`src/rtl/dcp_pkg.sv`:
```
// Purpose: constants and types of the debug command processor
// Assumes: one system clock, byte stream from the serial link logic on that clock
// Notes: Function list below, one line each
// Function
// [RULE_01] register write: cmd, addr hi, addr lo, size, data
// [RULE_02] register size zero means 256 bytes
// [RULE_03] register write needs debug; protect allows flash regs
// [RULE_04] register read returns FFH when blocked
// [RULE_05] program write: 16-bit address, 16-bit size
// [RULE_06] program write needs unlocked flash, debug, no protect
// [RULE_07] program read, size zero 65536, blocked gives FFH
// [RULE_08] data write discarded outside debug or protected
// [RULE_09] data read FFH only outside debug mode
// [RULE_10] CRC-CCITT over program memory, FFFFH outside debug
// [RULE_11] CRC answer comes after one clock per byte; code waits one memAck per byte
// [RULE_12] step command ignored outside debug or protected
// [RULE_13] stuff replaces opcode byte, ignored when blocked
// [RULE_14] execute forwards whole instruction, blocked eats one byte
// [RULE_15] control writes 81H, 41H, 40H reset, go, run
// [RULE_16] debug bit halts CPU; protect forbids clearing it
// [RULE_17] enabled breakpoint opcode sets the debug bit
// [RULE_18] acknowledge enabled sends FFH on breakpoint
// [RULE_19] control bit 0 resets system, self-clears after
// [RULE_20] status: debug, halt, protect-inactive, zeros
// [RULE_21] 04H writes control, 05H reads it, 02H status
// [RULE_22] reserved command bytes are ignored
package dcp_pkg;

   localparam logic [7:0] CMD_STATUS  = 8'h02;
   localparam logic [7:0] CMD_CTL_WR  = 8'h04;
   localparam logic [7:0] CMD_CTL_RD  = 8'h05;
   localparam logic [7:0] CMD_REG_WR  = 8'h08;
   localparam logic [7:0] CMD_REG_RD  = 8'h09;
   localparam logic [7:0] CMD_PROG_WR = 8'h0a;
   localparam logic [7:0] CMD_PROG_RD = 8'h0b;
   localparam logic [7:0] CMD_DATA_WR = 8'h0c;
   localparam logic [7:0] CMD_DATA_RD = 8'h0d;
   localparam logic [7:0] CMD_CRC     = 8'h0e;
   localparam logic [7:0] CMD_STEP    = 8'h10;
   localparam logic [7:0] CMD_STUFF   = 8'h11;
   localparam logic [7:0] CMD_EXEC    = 8'h12;

   localparam int          CTL_DBG_BIT  = 7;
   localparam int          CTL_BRK_BIT  = 6;
   localparam int          CTL_ACK_BIT  = 5;
   localparam int          CTL_RST_BIT  = 0;
   localparam int          STAT_DBG_BIT  = 7;
   localparam int          STAT_HALT_BIT = 6;
   localparam int          STAT_PROT_BIT = 5;
   localparam logic [7:0]  CTL_RESET    = 8'h00;
   localparam logic [7:0]  CTL_WR_MASK  = 8'he1;
   localparam logic [7:0]  FILL_BYTE    = 8'hff;
   localparam logic [15:0] CRC_POLY     = 16'h1021;
   localparam logic [15:0] CRC_INIT     = 16'hffff;
   localparam logic [15:0] CRC_BLOCKED  = 16'hffff;
   localparam logic [11:0] FLASH_CTL_LO = 12'hff8;
   localparam logic [11:0] FLASH_CTL_HI = 12'hffb;
   localparam logic [2:0]  OPND_ONE     = 3'h1;
   localparam logic [2:0]  OPND_REG     = 3'h3;
   localparam logic [2:0]  OPND_MEM     = 3'h4;
   localparam logic [16:0] SIZE_REG_ZERO = 17'h00100;
   localparam logic [16:0] SIZE_MEM_ZERO = 17'h10000;

   typedef enum logic [1:0] {
      SP_REG  = 2'b00,
      SP_PROG = 2'b01,
      SP_DATA = 2'b10
   } dcp_space_t;

   typedef enum logic [3:0] {
      ST_IDLE   = 4'b0000,
      ST_OPND   = 4'b0001,
      ST_WR     = 4'b0010,
      ST_RD     = 4'b0011,
      ST_CRC    = 4'b0100,
      ST_TXHI   = 4'b0101,
      ST_TXLO   = 4'b0110,
      ST_EXEC   = 4'b0111,
      ST_EXLEN  = 4'b1000,
      ST_EXMORE = 4'b1001
   } dcp_st_t;

   typedef struct packed {
      logic        req;
      logic        we;
      dcp_space_t  space;
      logic [15:0] addr;
      logic [7:0]  wdata;
   } dcp_mem_t;

   typedef struct packed {
      logic       step;
      logic       stuff;
      logic       execValid;
      logic [7:0] data;
   } dcp_cpu_t;

   typedef struct packed {
      dcp_st_t     st;
      logic [7:0]  cmd;
      logic [23:0] opnd;
      logic [2:0]  opLeft;
      logic [16:0] cnt;
      logic [7:0]  ctl;
      logic        ackPend;
      logic        txValid;
      logic [7:0]  txData;
      logic [15:0] resp;
      logic [15:0] crc;
      logic [2:0]  exLeft;
      dcp_mem_t    mem;
      dcp_cpu_t    cpu;
   } dcp_state_t;

   localparam dcp_state_t STATE_RESET = '0;

endpackage

```
`src/rtl/dcp_core.sv`:
```
// Purpose: debugger command interpreter, control and status registers
// Assumes: host bytes, memories and CPU all on clk; memory acks per byte
// Notes: a held memory request is completed by each memAck at its address
`timescale 1ns/100ps
module dcp_core #(
   parameter int unsigned PROG_BYTES = 65536
) (
   input  wire logic              clk,
   input  wire logic              rstn,
   input  wire logic              hostValid,
   input  wire logic [7:0]        hostData,
   output      logic              hostReady,
   output      logic              txValid,
   output      logic [7:0]        txData,
   input  wire logic              txReady,
   output      dcp_pkg::dcp_mem_t mem,
   input  wire logic              memAck,
   input  wire logic [7:0]        memRdata,
   output      dcp_pkg::dcp_cpu_t cpu,
   input  wire logic [2:0]        cpuInstrLen,
   input  wire logic              brkDecoded,
   input  wire logic              haltMode,
   input  wire logic              flashUnlocked,
   input  wire logic              readProtectOption,
   output      logic              debugHalt,
   output      logic              sysReset,
   input  wire logic              sysResetDone,
   output      logic [7:0]        debugControl,
   output      logic [7:0]        debugStatus
);
   dcp_pkg::dcp_state_t s_q;
   dcp_pkg::dcp_state_t s_d;
   logic                dbgOn;
   logic                cmdOk;
   logic                flashAddr;
   logic                wrOk;
   logic                rdOk;
   logic                txFree;
   logic                ctlWr;
   logic [7:0]          ctlVal;
   logic                adv;
   logic [15:0]         crcNext;

   // msb-first CCITT update, one byte per memory answer
   function automatic logic [15:0] crcByte(input logic [15:0] c, input logic [7:0] b);
      logic [15:0] r;
      logic        fb;
      r = c;
      for (int i = 7; i >= 0; i--) begin
         fb = r[15] ^ b[i];
         r  = {r[14:0], 1'b0} ^ (fb ? dcp_pkg::CRC_POLY : 16'h0000);
      end
      return r;
   endfunction

   assign dbgOn     = s_q.ctl[dcp_pkg::CTL_DBG_BIT];
   assign cmdOk     = dbgOn && !readProtectOption;
   assign flashAddr = (s_q.mem.addr[11:0] >= dcp_pkg::FLASH_CTL_LO)
                   && (s_q.mem.addr[11:0] <= dcp_pkg::FLASH_CTL_HI);
   assign wrOk = dbgOn && ((!readProtectOption                                    // RULE_08
                            && (s_q.mem.space != dcp_pkg::SP_PROG || flashUnlocked)) // RULE_06
                           || (s_q.mem.space == dcp_pkg::SP_REG && flashAddr));     // RULE_03
   assign rdOk = dbgOn && (s_q.mem.space == dcp_pkg::SP_DATA || !readProtectOption); // RULE_09
   assign txFree  = !s_q.txValid;
   assign crcNext = crcByte(s_q.crc, memRdata);

   always_comb begin
      s_d           = s_q;
      hostReady     = 1'b0;
      ctlWr         = 1'b0;
      ctlVal        = hostData;
      adv           = 1'b0;
      s_d.cpu.step  = 1'b0;
      s_d.cpu.stuff = 1'b0;
      s_d.cpu.execValid = 1'b0;
      if (s_q.txValid && txReady) begin
         s_d.txValid = 1'b0;
      end
      case (s_q.st)
         dcp_pkg::ST_IDLE: begin
            if (s_q.ackPend) begin
               // acknowledge goes out before the next command is taken
               if (txFree) begin
                  s_d.txValid = 1'b1;
                  s_d.txData  = dcp_pkg::FILL_BYTE;                        // RULE_18
                  s_d.ackPend = 1'b0;
               end
            end else begin
               hostReady = 1'b1;
               if (hostValid) begin
                  s_d.cmd  = hostData;
                  s_d.opnd = '0;
                  case (hostData)
                     dcp_pkg::CMD_STATUS: begin
                        s_d.resp = {8'h00, debugStatus};                   // RULE_21
                        s_d.st   = dcp_pkg::ST_TXLO;
                     end
                     dcp_pkg::CMD_CTL_RD: begin
                        s_d.resp = {8'h00, s_q.ctl};                       // RULE_21
                        s_d.st   = dcp_pkg::ST_TXLO;
                     end
                     dcp_pkg::CMD_CTL_WR, dcp_pkg::CMD_STUFF: begin
                        s_d.opLeft = dcp_pkg::OPND_ONE;
                        s_d.st     = dcp_pkg::ST_OPND;
                     end
                     dcp_pkg::CMD_REG_WR, dcp_pkg::CMD_REG_RD: begin
                        s_d.opLeft    = dcp_pkg::OPND_REG;                 // RULE_01
                        s_d.mem.space = dcp_pkg::SP_REG;
                        s_d.st        = dcp_pkg::ST_OPND;
                     end
                     dcp_pkg::CMD_PROG_WR, dcp_pkg::CMD_PROG_RD: begin
                        s_d.opLeft    = dcp_pkg::OPND_MEM;                 // RULE_05
                        s_d.mem.space = dcp_pkg::SP_PROG;
                        s_d.st        = dcp_pkg::ST_OPND;
                     end
                     dcp_pkg::CMD_DATA_WR, dcp_pkg::CMD_DATA_RD: begin
                        s_d.opLeft    = dcp_pkg::OPND_MEM;
                        s_d.mem.space = dcp_pkg::SP_DATA;
                        s_d.st        = dcp_pkg::ST_OPND;
                     end
                     dcp_pkg::CMD_CRC: begin
                        if (dbgOn) begin
                           s_d.mem.space = dcp_pkg::SP_PROG;
                           s_d.mem.addr  = 16'h0000;
                           s_d.mem.we    = 1'b0;
                           s_d.mem.req   = 1'b1;
                           s_d.cnt       = 17'(PROG_BYTES);
                           s_d.crc       = dcp_pkg::CRC_INIT;
                           s_d.st        = dcp_pkg::ST_CRC;
                        end else begin
                           s_d.resp = dcp_pkg::CRC_BLOCKED;                // RULE_10
                           s_d.st   = dcp_pkg::ST_TXHI;
                        end
                     end
                     dcp_pkg::CMD_STEP: begin
                        s_d.cpu.step = cmdOk;                              // RULE_12
                     end
                     dcp_pkg::CMD_EXEC: begin
                        s_d.st = dcp_pkg::ST_EXEC;
                     end
                     default: begin
                        s_d.st = dcp_pkg::ST_IDLE;                         // RULE_22
                     end
                  endcase
               end
            end
         end
         dcp_pkg::ST_OPND: begin
            hostReady = 1'b1;
            if (hostValid) begin
               s_d.opnd   = {s_q.opnd[15:0], hostData};
               s_d.opLeft = s_q.opLeft - 3'h1;
               if (s_q.opLeft == dcp_pkg::OPND_ONE) begin
                  s_d.st = s_q.cmd[0] ? dcp_pkg::ST_RD : dcp_pkg::ST_WR;
                  if (s_q.cmd == dcp_pkg::CMD_CTL_WR) begin
                     ctlWr  = 1'b1;                                        // RULE_21
                     s_d.st = dcp_pkg::ST_IDLE;
                  end else if (s_q.cmd == dcp_pkg::CMD_STUFF) begin
                     s_d.cpu.stuff = cmdOk;                                // RULE_13
                     s_d.cpu.data  = hostData;
                     s_d.st        = dcp_pkg::ST_IDLE;
                  end else if (s_q.mem.space == dcp_pkg::SP_REG) begin
                     s_d.mem.addr = {4'h0, s_q.opnd[11:0]};                // RULE_01
                     s_d.cnt = (hostData == 8'h00) ? dcp_pkg::SIZE_REG_ZERO
                                                   : {9'h000, hostData};   // RULE_02
                  end else begin
                     s_d.mem.addr = s_q.opnd[23:8];                        // RULE_05
                     s_d.cnt = ({s_q.opnd[7:0], hostData} == 16'h0000)
                             ? dcp_pkg::SIZE_MEM_ZERO
                             : {1'b0, s_q.opnd[7:0], hostData};            // RULE_07
                  end
               end
            end
         end
         dcp_pkg::ST_WR: begin
            if (s_q.mem.req) begin
               if (memAck) begin
                  s_d.mem.req = 1'b0;
                  adv = 1'b1;
               end
            end else begin
               hostReady = 1'b1;
               if (hostValid) begin
                  if (wrOk) begin
                     s_d.mem.req   = 1'b1;                                 // RULE_01
                     s_d.mem.we    = 1'b1;
                     s_d.mem.wdata = hostData;
                  end else begin
                     adv = 1'b1;                                           // RULE_03
                  end
               end
            end
         end
         dcp_pkg::ST_RD: begin
            if (s_q.mem.req) begin
               if (memAck) begin
                  s_d.mem.req = 1'b0;
                  s_d.txValid = 1'b1;
                  s_d.txData  = memRdata;
                  adv = 1'b1;
               end
            end else if (txFree) begin
               if (rdOk) begin
                  s_d.mem.req = 1'b1;
                  s_d.mem.we  = 1'b0;
               end else begin
                  s_d.txValid = 1'b1;
                  s_d.txData  = dcp_pkg::FILL_BYTE;                        // RULE_04
                  adv = 1'b1;
               end
            end
         end
         dcp_pkg::ST_CRC: begin
            // one byte per ack, so the answer waits one memAck per byte
            if (memAck) begin
               s_d.crc      = crcNext;                                     // RULE_10
               s_d.mem.addr = s_q.mem.addr + 16'h0001;
               s_d.cnt      = s_q.cnt - 17'h00001;
               if (s_q.cnt == 17'h00001) begin
                  s_d.mem.req = 1'b0;
                  s_d.resp    = crcNext;                                   // RULE_11
                  s_d.st      = dcp_pkg::ST_TXHI;
               end
            end
         end
         dcp_pkg::ST_TXHI: begin
            if (txFree) begin
               s_d.txValid = 1'b1;
               s_d.txData  = s_q.resp[15:8];
               s_d.st      = dcp_pkg::ST_TXLO;
            end
         end
         dcp_pkg::ST_TXLO: begin
            if (txFree) begin
               s_d.txValid = 1'b1;
               s_d.txData  = s_q.resp[7:0];
               s_d.st      = dcp_pkg::ST_IDLE;
            end
         end
         dcp_pkg::ST_EXEC: begin
            hostReady = 1'b1;
            if (hostValid) begin
               s_d.st = dcp_pkg::ST_IDLE;                                  // RULE_14
               if (cmdOk) begin
                  s_d.cpu.execValid = 1'b1;
                  s_d.cpu.data      = hostData;
                  s_d.st            = dcp_pkg::ST_EXLEN;
               end
            end
         end
         dcp_pkg::ST_EXLEN: begin
            // CPU decodes the first byte in the same cycle it is forwarded
            s_d.exLeft = cpuInstrLen - 3'h1;
            s_d.st = (cpuInstrLen <= 3'h1) ? dcp_pkg::ST_IDLE : dcp_pkg::ST_EXMORE;
         end
         dcp_pkg::ST_EXMORE: begin
            hostReady = 1'b1;
            if (hostValid) begin
               s_d.cpu.execValid = 1'b1;                                   // RULE_14
               s_d.cpu.data      = hostData;
               s_d.exLeft        = s_q.exLeft - 3'h1;
               if (s_q.exLeft == 3'h1) begin
                  s_d.st = dcp_pkg::ST_IDLE;
               end
            end
         end
         default: begin
            s_d.st = dcp_pkg::ST_IDLE;
         end
      endcase
      if (adv) begin
         s_d.mem.addr = s_q.mem.addr + 16'h0001;
         s_d.cnt      = s_q.cnt - 17'h00001;
         if (s_q.cnt == 17'h00001) begin
            s_d.st = dcp_pkg::ST_IDLE;
         end
      end
      if (ctlWr) begin
         s_d.ctl = ctlVal & dcp_pkg::CTL_WR_MASK;                          // RULE_15
         if (readProtectOption && dbgOn) begin
            s_d.ctl[dcp_pkg::CTL_DBG_BIT] = 1'b1;                          // RULE_16
         end
      end
      // reset end clears the bit unless the same cycle sets it again
      if (sysResetDone && !(ctlWr && ctlVal[dcp_pkg::CTL_RST_BIT])) begin
         s_d.ctl[dcp_pkg::CTL_RST_BIT] = 1'b0;                             // RULE_19
      end
      // breakpoint beats a clearing write in the same cycle
      if (brkDecoded && s_q.ctl[dcp_pkg::CTL_BRK_BIT]) begin
         s_d.ctl[dcp_pkg::CTL_DBG_BIT] = 1'b1;                             // RULE_17
         if (s_q.ctl[dcp_pkg::CTL_ACK_BIT]) begin
            s_d.ackPend = 1'b1;                                            // RULE_18
         end
      end
   end

   always_ff @(posedge clk or negedge rstn) begin
      if (!rstn) begin
         s_q <= dcp_pkg::STATE_RESET;
      end else begin
         s_q <= s_d;
      end
   end
   assign txValid      = s_q.txValid;
   assign txData       = s_q.txData;
   assign mem          = s_q.mem;
   assign cpu          = s_q.cpu;
   assign debugHalt    = dbgOn;                                            // RULE_16
   assign sysReset     = s_q.ctl[dcp_pkg::CTL_RST_BIT];                    // RULE_19
   assign debugControl = s_q.ctl;
   always_comb begin
      debugStatus = 8'h00;
      debugStatus[dcp_pkg::STAT_DBG_BIT]  = dbgOn;                         // RULE_20
      debugStatus[dcp_pkg::STAT_HALT_BIT] = haltMode;
      debugStatus[dcp_pkg::STAT_PROT_BIT] = !readProtectOption;
   end
endmodule // dcp_core

```
`config.mk`:
```
export PLATFORM = sky130hd
export DESIGN_NAME = dcp_core
export DESIGN_NICKNAME = d
export VERILOG_FILES = /design/src/rtl/dcp_pkg.sv /design/src/rtl/dcp_core.sv
export SDC_FILE = /design/constraint.sdc
export NUM_CORES = 1
export LEC_CHECK = 0
export BUFFER_PORTS_ARGS = -buffer_cell sky130_fd_sc_hd__buf_2
export CAP_MARGIN = 10
export CORE_UTILIZATION = 40
export CTS_CLUSTER_DIAMETER = 40
export DETAILED_ROUTE_END_ITERATION = 10
export PLACE_DENSITY = 0.63
export RECOVER_POWER = 100
export SLEW_MARGIN = 20
export SYNTH_ARGS = -nofsm -noshare
export SYNTH_HDL_FRONTEND = slang
export SYNTH_SLANG_ARGS = --single-unit
```
`constraint.sdc`:
```
create_clock -name clk -period 2.8 [get_ports clk]
set_clock_uncertainty 0.2 [all_clocks]
set_input_delay 0.14 -clock clk [delete_from_list [all_inputs] [get_ports clk]]
set_output_delay 0.14 -clock clk [all_outputs]
set_load 0.02 [all_outputs]
```
# Word-level counts from Yosys, hierarchy flattened

Cells that the tools add are included.

Add/sub/neg operators: 5
Magnitude comparators: 3
Equality and inequality tests: 68
Muxes and demuxes: 131
Bitwise logic cells: 18
Reductions and logical operators: 53

Operator list:

| kind               | count |
|---|---|
| $mux 16            | 12 |
| $mux 17            | 9 |
| $xor 16x13->16     | 8 |
| $mux 56            | 2 |
| $mux 13            | 8 |
| $mux 32            | 3 |
| $pmux 16 s3        | 2 |
| $mux 9             | 10 |
| $pmux 32 s2        | 1 |
| $mux 20            | 3 |
| $eq 8x4->1 const B | 7 |
| $pmux 27 s2        | 1 |
| $mux 4             | 13 |
| $pmux 17 s3        | 1 |
| $ne 2x2->1 const B | 23 |
| $mux 44            | 1 |
| $mux 8             | 5 |
| $mux 1             | 38 |
| $ne 3x3->1 const B | 12 |
| $pmux 4 s9         | 1 |
| $pmux 9 s4         | 1 |
| $eq 8x5->1 const B | 4 |
| $eq 8x3->1 const B | 3 |
| $pmux 8 s3         | 1 |
| other kinds (53)   | 109 |

Register bits after elaboration: 144
Word-level logic and storage cells: 301

# Depth between registers and ports, before layout

Gate-level depths: netlist (run 1).

Word-level depth: 27
Mapped depth: 10
Mapped depth without buffers: 8

# Worst setup path before layout (run 1)

No wires, ideal clock.

Kind: register -> register
From: reg s_q[147] in the netlist's numbering
To: reg s_q, in the netlist cpu[7]
Library setup time: 0.125 ns
Arrival time: 2.227 ns
Path slack: 0.248 ns
Cell stages (with the launch flop): 10
Path through: dfrtp_1 buf_2 or2_2 clkbuf_1 nor3_2 nand2_1 or3_1 nand2b_1 buf_2 mux2_2

Cells in the longest elaborated chain, start to end: 3
Elaborated cells between the ends (all ways): 13

Ends and longest elaborated chain:

| element                                                                 | line            | RTL |
|---|---|---|
| start: declaration                                                      | dcp_core.sv:31  | `dcp_pkg::dcp_state_t s_q;` |
| start signal: assignment                                                | dcp_core.sv:299 | `s_q <= dcp_pkg::STATE_RESET;` |
| $eq 4x1->1 (tied with other cells)                                      | dcp_core.sv:79  | `case (s_q.st)` |
| $ne 2x2->1 (no source line) / $reduce_bool 3->1 (equally long branches) | --              |  |
| $reduce_and 8->1 (no source line)                                       | --              |  |

Several ways; a longest one is shown, not always the timed one.
A chain may end at the register's enable or synchronous reset.

# Worst setup path after layout (run 1)

From: reg s_q[146] in the netlist's numbering
To: reg s_q, in the netlist mem[12]

Cells in the longest elaborated chain, start to end: 4
Elaborated cells between the ends (all ways): 19

Ends and longest elaborated chain:

| element                                             | line |
|---|---|
| $eq 4x2->1                                          | dcp_core.sv:79 |
| $pmux 1 s2                                          | dcp_core.sv:79 |
| $ne 3x2->1 (no source line) (tied with other cells) | -- |
| $reduce_and 10->1 (no source line)                  | -- |

Several ways; a longest one is shown, not always the timed one.

==> flow_metrics.env, run 1 <==
export IMPL_outcome="finished, violations left"
export IMPL_violations="capacitance limit, slew limit"
export IMPL_maxCapViolations=1
export IMPL_die_h_um=149
export IMPL_gr_total_overflow=0
export IMPL_routed_via_count=7613
export IMPL_globalplace_congestion=0.932
export IMPL_min_path_type="input pin to register"
export IMPL_die_w_um=149
export IMPL_critical_path_class="register to register"
export IMPL_fillerInstances=2084
export IMPL_ys_ff_latch=144
export IMPL_critPathBufInv=3
export IMPL_ys_flop_type="dfrtp_1"
export IMPL_cts_tree="yes"
export IMPL_setup_tns_ps=0
export IMPL_min_to="s_q[40]$_DFFE_PN0P_"
export IMPL_path_cells="buf_4 > nand4bb_1 > nor3_1 > a32oi_1 > nand3_1 > clkbuf_2 > clkbuf_2 > a21boi_0 > a221oi_1"
export IMPL_startpoint="s_q[146]$_DFF_PN0_"
export IMPL_drt_iter0_markers=509
export IMPL_ant_nets=0
export IMPL_core_um2=21100
export IMPL_power_density_nw_per_um2=1010
export IMPL_endpoint_kind="register"
export IMPL_syn_area_um2=8600
export IMPL_rsz0062_at_grt="no"
export IMPL_power_w=0.0100
export IMPL_min_path_cells=5
export IMPL_crit_path_frequent_cell="clkbuf_2"
export IMPL_hold_start="cpuInstrLen[1]"
export IMPL_cp_max_fo=8
export IMPL_fin_nets=1068
export IMPL_reg2reg_depth=9
export IMPL_final_cell_mix="dfrtp_1 (144), nand2_1 (112), clkbuf_1 (64)"
export IMPL_reg2reg_from="s_q[146]$_DFF_PN0_"
export IMPL_slowest_delay_ps=470
export IMPL_drcViolationCount=0
export IMPL_layout_commonest_cell="dfrtp_1"
export IMPL_p_sw_w=0.00439
export IMPL_rrSetupSlack_ps=150
export IMPL_critPathRequiredTime_ps=2930
export IMPL_synth_yosys_seq_area_share_pct=41.9
export IMPL_io_pins=96
export IMPL_synth_edf_count=0
export IMPL_synthArstFlopShare_pct=100
export IMPL_rr_endpoint="mem[12]$_DFFE_PN0P_"
export IMPL_power_frac_seq_pct=30.6
export IMPL_hold_viol=0
export IMPL_slew_headroom_pct=-17.7
export IMPL_crit_family="buffers and inverters"
export IMPL_setup_viol=0
export IMPL_firstDrtPassIters=5
export IMPL_ys_warnings_count=0
export IMPL_grt_pass1_vias=7301
export IMPL_setup_ws_ps=147
export IMPL_crit_arrival_ps=2780
export IMPL_routed_wl_um=25000
export IMPL_sw_frac_of_total_pct=43.7
export IMPL_dpl_hpwl_um=17800
export IMPL_combinationalPowerShare_pct=45.9
export IMPL_root_buffer="clkbuf_16"
export IMPL_p_leak_nw=4.36
export IMPL_ir_drop_uv=509
export IMPL_grt_antenna_before_repair=0
export IMPL_post_cts_buffers=0
export IMPL_drv_slew=67
export IMPL_dpl_worst_slack_ps=94.9
export IMPL_rows=53
export IMPL_synth_cells=947
export IMPL_cts_buffers=17
export IMPL_htreeDepth=4
export IMPL_syn_area_per_cell_um2=9.09
export IMPL_pwr_share_clk_pct=23.5
export IMPL_crit_path_top_delay_cell="dfrtp_1"
export IMPL_grt_pass1_wl_um=40200
export IMPL_clock_sinks=144
export IMPL_synth_distinct_cells=75
export IMPL_port_buffer_count=86
export IMPL_p_int_w=0.00564
export IMPL_worstMarginPinSlew_ps=1770
export IMPL_fmax_mhz=377
export IMPL_start_kind="register"
export IMPL_die_area_um2=22100
export IMPL_period_minus_slack_ps=2650
export IMPL_path_clk_slew_ps=70
export IMPL_routedWlPerCell_um=19.0
export IMPL_clockBufferDepth=2
export IMPL_via_per_inst=5.78
export IMPL_drive_above_1_share_pct=15.0
export IMPL_grt_total_usage_pct=23.5
export IMPL_start_util_pct=40.8
export IMPL_syn_to_final_growth_pct=15.8
export IMPL_grt_max_degree=67
export IMPL_timing_final_crit_share_pct=94.7
export IMPL_clkLatencyLatePin_ps=430
[synthesized netlist by cell type, types with 4 or more instances]
cell	number	area, µm²
o2bb2ai_1	8	70.1
a32oi_1	5	43.8
mux2i_1	12	120
nand3_1	30	150
a31oi_1	14	87.6
o221ai_1	6	52.6
or4_1	4	30.0
or3b_2	5	43.8
buf_4	63	473
a21o_1	8	60.1
inv_1	28	105
nand4_1	7	43.8
o31ai_1	11	82.6
a22oi_1	13	97.6
o21ai_0	41	205
mux2_2	20	225
a221o_1	9	90.1
a211oi_1	9	67.6
or3_1	4	25.0
o22ai_1	7	43.8
a21oi_1	49	245
nand2b_1	19	119
nor2_1	62	233
o311ai_0	4	35.0
a22o_1	33	289
or2_2	5	31.3
nand3b_1	7	52.6
nand2_1	112	420
o211ai_1	10	75.1
o22a_1	4	35.0
clkbuf_1	44	165
ha_1	10	125
and2_1	9	56.3
xnor2_1	17	149
dfrtp_1	144	3600
xor2_1	13	114
nor2b_1	6	37.5
nor4_1	8	50.1
and3_1	7	43.8
buf_2	12	60.1
nor3_1	20	100
[cells by family after synthesis]
kind of cell	count (synthesis)	share of synthesized area, %
AO/OA/AOI/OAI	257	21.2
AND/OR/NAND/NOR	324	18.8
multiplexers	33	4.14
XOR/XNOR	30	3.05
adder cells (fa/ha/maj)	10	1.45
flip-flops	144	41.9
buffers and inverters	148	9.38
other	1	0.0436
[registers in the layout, indices dropped and copies added, names as in the netlist]
register	cells
txData	8
mem	28
s_q	92
cpu	11
debugControl	4
txValid	1
[per-layer routing]
| metal | GRT usage [%] | routed length, µm | vias to the layer above |
|---|---|---|---|
| met1 | 32.8 | 11500 | 3759 |
| met3 | 3.68 | 1360 | 55 |
| met4 | 8.51 | 689 | 0 |
| li1 | - | - | 3522 |
| met5 | 0 | 0 | - |
| met2 | 36.6 | 11500 | 277 |
[cell type report]
cell class / instances / area, µm² / area share, %
repair buffers: 175 / 1070 / 10.7
flip-flops and latches: 144 / 3600 / 36.2
clock buffers: 18 / 429 / 4.31
multi-input cells: 663 / 4250 / 42.6
well taps: 275 / 344 / 3.45
inverters: 28 / 105 / 1.05
clock inverters: 14 / 171 / 1.72
diodes: 1 / 2.50 / 0.0251
[timing repair]
action	4_1_cts	5_1_grt
setup endpoints to repair	0	21
hold buffers	27	0
gates resized for setup	0	2
endpoints found under the hold margin	124	0
[worst max-delay path by stage]
stage                                to  cells past startpoint
floorplan            cpu[7]$_DFFE_PN0P_                      9
global placement    mem[22]$_DFFE_PN0P_                      9
detailed placement  mem[20]$_DFFE_PN0P_                      9
CTS                 mem[20]$_DFFE_PN0P_                      9
global route        mem[10]$_DFFE_PN0P_                      8
finish              mem[12]$_DFFE_PN0P_                      9
[power by group through the flow]
stage | Sequential (W) | Clock [W] | Combinational [W]
2_1_floorplan | 0.00292 | 0 | 0.00334
3_3_place_gp | 0.00308 | 0 | 0.00458
3_5_place_dp | 0.00309 | 0 | 0.00464
4_1_cts | 0.00305 | 0.00240 | 0.00469
5_1_grt | 0.00313 | 0.00247 | 0.00507
6_report | 0.00307 | 0.00235 | 0.00461
[worst min-delay path, stage by stage]
cell and delay [ps]:
buf_2 90, inv_1 80, ha_1 130, mux2_2 130, o21ai_0 60
[metrics by stage]
step | hold slack (ps) | std cells | utilization (%) | area [µm²]
global route | 80.6 | 1317 | 47.3 | 9960
CTS | 21.5 | 1317 | 47.9 | 10100
floorplan | -356 | 955 | - | 8630
detailed placement | 2.18 | 1258 | 43.8 | 9230
global placement | 3.31 | 1258 | 43.8 | 9230
finish | 36.2 | 1318 | 47.3 | 9970
Note: power is estimated with default switching activity, not from simulation.
==> run 2: changes to the inputs <==
--- a/config.mk
+++ b/config.mk
@@ -7,10 +7,10 @@
 export LEC_CHECK = 0
 export BUFFER_PORTS_ARGS = -buffer_cell sky130_fd_sc_hd__buf_2
 export CAP_MARGIN = 10
-export CORE_UTILIZATION = 40
+export CORE_UTILIZATION = 60
 export CTS_CLUSTER_DIAMETER = 40
 export DETAILED_ROUTE_END_ITERATION = 10
-export PLACE_DENSITY = 0.63
+export PLACE_DENSITY = 0.86
 export RECOVER_POWER = 100
 export SLEW_MARGIN = 20
 export SYNTH_ARGS = -nofsm -noshare
==> run 2 against run 1 <==
  * The flow still finishes with violations (capacitance limit, slew limit)
  * Via count rose by 4.6%
  * Worst setup slack got worse by 97 ps
  * Wire length fell by 0.40%
  * Critical path depth fell by 3
  * Clock-buffer cell count rose by 3
  * Sequential power barely moved
  * Power rose by 0.59%
  * Critical endpoint is now s_q[65]$_DFFE_PN0P_
==> flow_metrics.env, run 2 (synthesized netlist as in run 1, its figures left out) <==
export IMPL_dpl_hpwl_um=16700
export IMPL_critPathRequiredTime_ps=2910
export IMPL_globalplace_congestion=0.947
export IMPL_start_util_pct=61.7
export IMPL_slowest_delay_ps=910
export IMPL_critPathBufInv=1
export IMPL_path_cells="buf_4 > nand2b_1 > nor3_2 > a21oi_1 > a22oi_1 > mux2_2"
export IMPL_drcViolationCount=0
export IMPL_firstDrtPassIters=8
export IMPL_crit_arrival_ps=2860
export IMPL_timing_final_crit_share_pct=98.2
export IMPL_wl_met2_um=11600
export IMPL_rsz0062_at_grt="no"
export IMPL_endpoint_kind="register"
export IMPL_crit_path_top_delay_cell="a21oi_1"
export IMPL_sw_frac_of_total_pct=43.7
export IMPL_cp_max_fo=10
export IMPL_reg2reg_depth=6
export IMPL_clkLatencyLatePin_ps=430
export IMPL_layout_commonest_cell="dfrtp_1"
export IMPL_die_w_um=122
export IMPL_setup_viol=0
export IMPL_outcome="finished, violations left"
export IMPL_cts_tree="yes"
export IMPL_rows=43
export IMPL_die_h_um=122
export IMPL_drt_iter0_markers=1109
export IMPL_rr_endpoint="s_q[65]$_DFFE_PN0P_"
export IMPL_io_pins=96
export IMPL_maxCapViolations=1
export IMPL_via_per_inst=6.55
export IMPL_core_um2=13900
export IMPL_combinationalPowerShare_pct=46.6
export IMPL_pwr_share_clk_pct=22.9
export IMPL_grt_pass1_vias=7660
export IMPL_root_buffer="clkbuf_16"
export IMPL_hold_viol=0
export IMPL_drv_slew=66
export IMPL_drive_above_1_share_pct=14.4
export IMPL_reg2reg_from="s_q[147]$_DFF_PN0_"
export IMPL_largest_reg_flops=92
export IMPL_post_cts_buffers=0
export IMPL_n_antenna_cell=0
export IMPL_final_cell_mix="dfrtp_1 (144), nand2_1 (112), clkbuf_1 (69)"
export IMPL_power_density_nw_per_um2=1030
export IMPL_gr_total_overflow=0
export IMPL_wirelength_met1_um=9980
export IMPL_start_kind="register"
export IMPL_p_int_w=0.00568
export IMPL_grt_total_usage_pct=34.8
export IMPL_rrSetupSlack_ps=50
export IMPL_routed_via_count=7961
export IMPL_routedWlPerCell_um=20.5
export IMPL_grt_pass1_wl_um=39300
export IMPL_regMostFlops="s_q"
export IMPL_path_clk_slew_ps=60
export IMPL_slew_headroom_pct=-12.6
export IMPL_period_minus_slack_ps=2750
export IMPL_min_path_type="input pin to register"
export IMPL_power_frac_seq_pct=30.5
export IMPL_cts_buffers=17
export IMPL_setup_tns_ps=0
export IMPL_clock_sinks=144
export IMPL_post_route_cell_area_um2=9780
export IMPL_placed_area_um2=9060
export IMPL_port_buffer_count=86
export IMPL_fillerInstances=1063
export IMPL_ir_drop_uv=815
export IMPL_highest_layer="met4"
export IMPL_wl_met3_um=2280
export IMPL_die_area_um2=14800
export IMPL_fin_nets=1062
export IMPL_crit_family="compound AO/OA/AOI/OAI gates"
export IMPL_multi_input_area_um2=4240
export IMPL_htreeDepth=4
export IMPL_clockBufferDepth=2
export IMPL_hold_start="cpuInstrLen[1]"
export IMPL_grt_antenna_before_repair=0
export IMPL_fmax_mhz=364
export IMPL_critical_path_class="register to register"
export IMPL_p_leak_nw=4.33
export IMPL_seqCellArea_um2=3600
export IMPL_p_sw_w=0.00441
export IMPL_syn_to_final_growth_pct=13.7
export IMPL_min_to="s_q[40]$_DFFE_PN0P_"
export IMPL_min_path_cells=5
export IMPL_finalCoreUtilization_pct=70.2
export IMPL_violations="capacitance limit, slew limit"
export IMPL_routed_wl_um=24900
export IMPL_ant_nets=0
export IMPL_worstMarginPinSlew_ps=1690
export IMPL_grt_max_degree=67
[run 2: what timing repair did]
item / in CTS / in global routing
resized for setup: 0 / 3
endpoints found under the hold margin: 116 / 0
hold buffers: 25 / 0
endpoints found under the setup margin: 0 / 2
[run 2: how the worst max path moves through the flow]
| stage | start | to | slack [ps] | depth (start not counted) |
|---|---|---|---|---|
| after floorplan | s_q[147]$_DFF_PN0_ | cpu[7]$_DFFE_PN0P_ | 250 | 9 |
| after global placement | s_q[139]$_DFFE_PN0P_ | cpu[5]$_DFFE_PN0P_ | 240 | 5 |
| after detailed placement | s_q[146]$_DFF_PN0_ | mem[10]$_DFFE_PN0P_ | 130 | 7 |
| after CTS | s_q[146]$_DFF_PN0_ | mem[10]$_DFFE_PN0P_ | 110 | 7 |
| after global routing | s_q[147]$_DFF_PN0_ | s_q[73]$_DFFE_PN0P_ | 20 | 7 |
| final | s_q[147]$_DFF_PN0_ | s_q[65]$_DFFE_PN0P_ | 50 | 6 |
[run 2: area by class of cell]
class / count / area share [%]
Clock buffer: 21 / 4.81
Inverter: 28 / 1.07
Tap cell: 180 / 2.30
Multi-Input combinational cell: 663 / 43.3
Clock inverter: 11 / 1.32
Timing Repair Buffer: 169 / 10.3
Sequential cell: 144 / 36.8
[run 2: worst min-delay path: cells and delay by family]
family          cells  cell delay, ps
compound gates      1              60
fa+ha+maj           1             120
buf+inv             2             180
mux                 1             130
[run 2: per-layer routing]
layer  GRT usage (%)  up-vias
li1                -     3508
met1            45.3     3833
met2            53.3      514
met3            8.94      106
met4            18.4        0
met5               0        -
[run 2: power by group through the flow]
stage | Combinational (W) | Clock, W | Sequential, W
after CTS | 0.00467 | 0.00233 | 0.00304
after floorplan | 0.00334 | 0 | 0.00292
after detailed placement | 0.00457 | 0 | 0.00306
after global placement | 0.00446 | 0 | 0.00305
final | 0.00470 | 0.00231 | 0.00308
after global routing | 0.00508 | 0.00241 | 0.00312
[run 2: metrics by stage]
step	hold slack, ps	worst slack, ps	instances	power [W]
4_1_cts	35.2	112	1216	0.0100
3_3_place_gp	-22.8	236	1159	0.00750
6_report	46.0	50.5	1216	0.0101
3_5_place_dp	-21.8	131	1159	0.00763
2_1_floorplan	-356	248	955	0.00627
5_1_grt	87.6	23.0	1216	0.0106
==> run 3: changes to the inputs <==
--- a/config.mk
+++ b/config.mk
@@ -5,12 +5,12 @@
 export SDC_FILE = /design/constraint.sdc
 export NUM_CORES = 1
 export LEC_CHECK = 0
-export BUFFER_PORTS_ARGS = -buffer_cell sky130_fd_sc_hd__buf_2
+export BUFFER_PORTS_ARGS = -buffer_cell sky130_fd_sc_hd__buf_4
 export CAP_MARGIN = 10
-export CORE_UTILIZATION = 60
+export CORE_UTILIZATION = 64
 export CTS_CLUSTER_DIAMETER = 40
 export DETAILED_ROUTE_END_ITERATION = 10
-export PLACE_DENSITY = 0.86
+export PLACE_DENSITY = 0.91
 export RECOVER_POWER = 100
 export SLEW_MARGIN = 20
 export SYNTH_ARGS = -nofsm -noshare
==> constraint.sdc (replaced) <==
create_clock -name clk -period 3.5 [get_ports clk]
set_clock_uncertainty 0.2 [all_clocks]
set_input_delay 0.175 -clock clk [delete_from_list [all_inputs] [get_ports clk]]
set_output_delay 0.175 -clock clk [all_outputs]
set_load 0.02 [all_outputs]
==> run 3 against run 2 <==
  * Sequential share of layout area up 0.25 points
  * Critical endpoint is now s_q[63]$_DFFE_PN0P_
  * Global-route usage up 2.4 points
  * Sequential power down 17%
  * Largest power group unchanged
  * Via count up 0.74%
  * Wire length up 1.1%
  * Clock-buffer cell count down 3
  * Hold slack better by 19 ps
  * The flow still finishes with violations (capacitance limit, slew limit)
  * Combinational power down 25%
  * Worst setup slack better by 140 ps
  * Die area down 6.2%
==> flow_metrics.env, run 3 (synthesized netlist as in run 1, its figures left out) <==
export IMPL_die_area_um2=13900
export IMPL_routed_wl_um=25200
export IMPL_post_route_cell_area_um2=9720
export IMPL_outcome="finished, violations left"
export IMPL_syn_to_final_growth_pct=12.9
export IMPL_routedWlPerCell_um=21.3
export IMPL_setup_tns_ps=0
export IMPL_die_w_um=118
export IMPL_final_cell_mix="dfrtp_1 (144), nand2_1 (112), clkbuf_1 (65)"
export IMPL_crit_arrival_ps=3410
export IMPL_dpl_hpwl_um=16300
export IMPL_power_frac_seq_pct=31.2
export IMPL_path_clk_slew_ps=60
export IMPL_drcViolationCount=0
export IMPL_p_int_w=0.00464
export IMPL_wirelength_met1_um=9620
export IMPL_drv_slew=84
export IMPL_p_sw_w=0.00352
export IMPL_postCtsHoldBufs=27
export IMPL_fmax_mhz=302
export IMPL_cp_max_fo=30
export IMPL_period_minus_slack_ps=3310
export IMPL_rr_endpoint="s_q[123]$_DFFE_PN0P_"
export IMPL_critPathRequiredTime_ps=3600
export IMPL_htreeDepth=4
export IMPL_ant_nets=0
export IMPL_wl_met2_um=11700
export IMPL_critPathBufInv=3
export IMPL_grt_pass1_wl_um=40300
export IMPL_drt_iter0_markers=1135
export IMPL_largest_reg_flops=92
export IMPL_min_to="s_q[41]$_DFFE_PN0P_"
export IMPL_globalplace_congestion=0.979
export IMPL_routed_via_count=8020
export IMPL_crit_path_top_delay_cell="o22a_1"
export IMPL_port_buffer_count=86
export IMPL_hold_viol=0
export IMPL_ir_drop_uv=494
export IMPL_rows=41
export IMPL_start_kind="input pin"
export IMPL_grt_pass1_vias=7770
export IMPL_io_pins=96
export IMPL_combinationalPowerShare_pct=43.2
export IMPL_timing_final_crit_share_pct=94.5
export IMPL_pwr_share_clk_pct=25.6
export IMPL_root_buffer="clkbuf_16"
export IMPL_grt_total_usage_pct=37.2
export IMPL_rrSetupSlack_ps=230
export IMPL_cts_resized_gates=0
export IMPL_power_density_nw_per_um2=840
export IMPL_core_um2=12900
export IMPL_placed_area_um2=9030
export IMPL_start_util_pct=66.8
export IMPL_endpoint_kind="register"
export IMPL_dpl_worst_slack_ps=492
export IMPL_slowest_delay_ps=950
export IMPL_highest_layer="met5"
export IMPL_path_cells="dlygate4sd3_1 > clkbuf_1 > nor2b_1 > a21oi_1 > a2bb2oi_1 > o22a_1 > clkbuf_4 > o21ai_0"
export IMPL_n_antenna_cell=0
export IMPL_cts_buffers=17
export IMPL_layout_commonest_cell="dfrtp_1"
export IMPL_via_per_inst=6.79
export IMPL_min_path_type="input pin to register"
export IMPL_setup_viol=0
export IMPL_hold_start="cpuInstrLen[2]"
export IMPL_rsz0062_at_grt="no"
export IMPL_finalCoreUtilization_pct=75.5
export IMPL_drive_above_1_share_pct=12.2
export IMPL_grt_max_degree=84
export IMPL_p_leak_nw=4.26
export IMPL_cts_tree="yes"
export IMPL_worstMarginPinSlew_ps=2050
export IMPL_gr_total_overflow=0
export IMPL_sw_frac_of_total_pct=43.1
export IMPL_critical_path_class="input pin to register"
export IMPL_firstDrtPassIters=6
export IMPL_post_cts_buffers=0
export IMPL_reg2reg_depth=7
export IMPL_wl_met3_um=2920
export IMPL_crit_family="buffers and inverters"
export IMPL_grt_antenna_before_repair=0
export IMPL_clock_sinks=144
export IMPL_clockBufferDepth=2
export IMPL_regMostFlops="s_q"
export IMPL_fin_nets=1037
export IMPL_reg2reg_from="s_q[145]$_DFF_PN0_"
export IMPL_slew_headroom_pct=-36.4
export IMPL_clkLatencyLatePin_ps=440
export IMPL_violations="capacitance limit, slew limit"
export IMPL_min_path_cells=5
export IMPL_die_h_um=118
export IMPL_maxCapViolations=1
export IMPL_setup_ws_ps=191
run 3: area by class of cell:
type | count | area (µm²)
sequential | 144 | 3600
inverter | 28 | 105
tap | 172 | 215
clock inverter | 13 | 235
fill | 869 | 3160
multi-input combinational | 663 | 4220
timing repair buffer | 144 | 895
clock buffer | 18 | 439
run 3: how the worst max path moves through the flow:
| stage | startpoint | end | slack, ps | depth (start not counted) |
|---|---|---|---|---|
| after global routing | s_q[145]$_DFF_PN0_ | s_q[132]$_DFFE_PN0P_ | 110 | 7 |
| after detailed placement | debugControl[7]$_DFFE_PN0P_ | mem[23]$_DFFE_PN0P_ | 490 | 6 |
| after CTS | s_q[144]$_DFF_PN0_ | debugControl[7]$_DFFE_PN0P_ | 400 | 8 |
| after global placement | debugControl[7]$_DFFE_PN0P_ | mem[23]$_DFFE_PN0P_ | 580 | 6 |
| after floorplan | s_q[147]$_DFF_PN0_ | cpu[7]$_DFFE_PN0P_ | 950 | 9 |
| final | hostData[1] | s_q[63]$_DFFE_PN0P_ | 190 | 8 |
run 3: tightest hold or removal path, delay by kind of cell:
family | cells | cell delay (ps)
and+or+nand+nor | 1 | 90
buffers and inverters | 1 | 90
AOI/OAI and AO/OA | 2 | 240
xor gates and xnor gates | 1 | 70
run 3: power by group through the flow:
| stage | Combinational, W | Sequential, W | Clock (W) |
|---|---|---|---|
| after floorplan | 0.00267 | 0.00234 | 0 |
| after global placement | 0.00338 | 0.00251 | 0 |
| after detailed placement | 0.00347 | 0.00253 | 0 |
| after CTS | 0.00355 | 0.00252 | 0.00209 |
| after global routing | 0.00380 | 0.00259 | 0.00217 |
| final | 0.00353 | 0.00255 | 0.00209 |
run 3: routing by layer:
metal  track usage, %  up-vias
met5                0        -
met4             18.3        2
met3             10.4      119
met2             58.1      590
met1             47.5     3839
li1                 -     3470
run 3: per-stage QoR:
stage / cells / power [W] / hold WS, ps
floorplan: 955 / 0.00501 / -321
global placement: 1124 / 0.00589 / 66.1
detailed placement: 1124 / 0.00601 / 62.6
CTS: 1182 / 0.00815 / 47.2
global route: 1182 / 0.00856 / 85.8
finish: 1182 / 0.00816 / 65.2
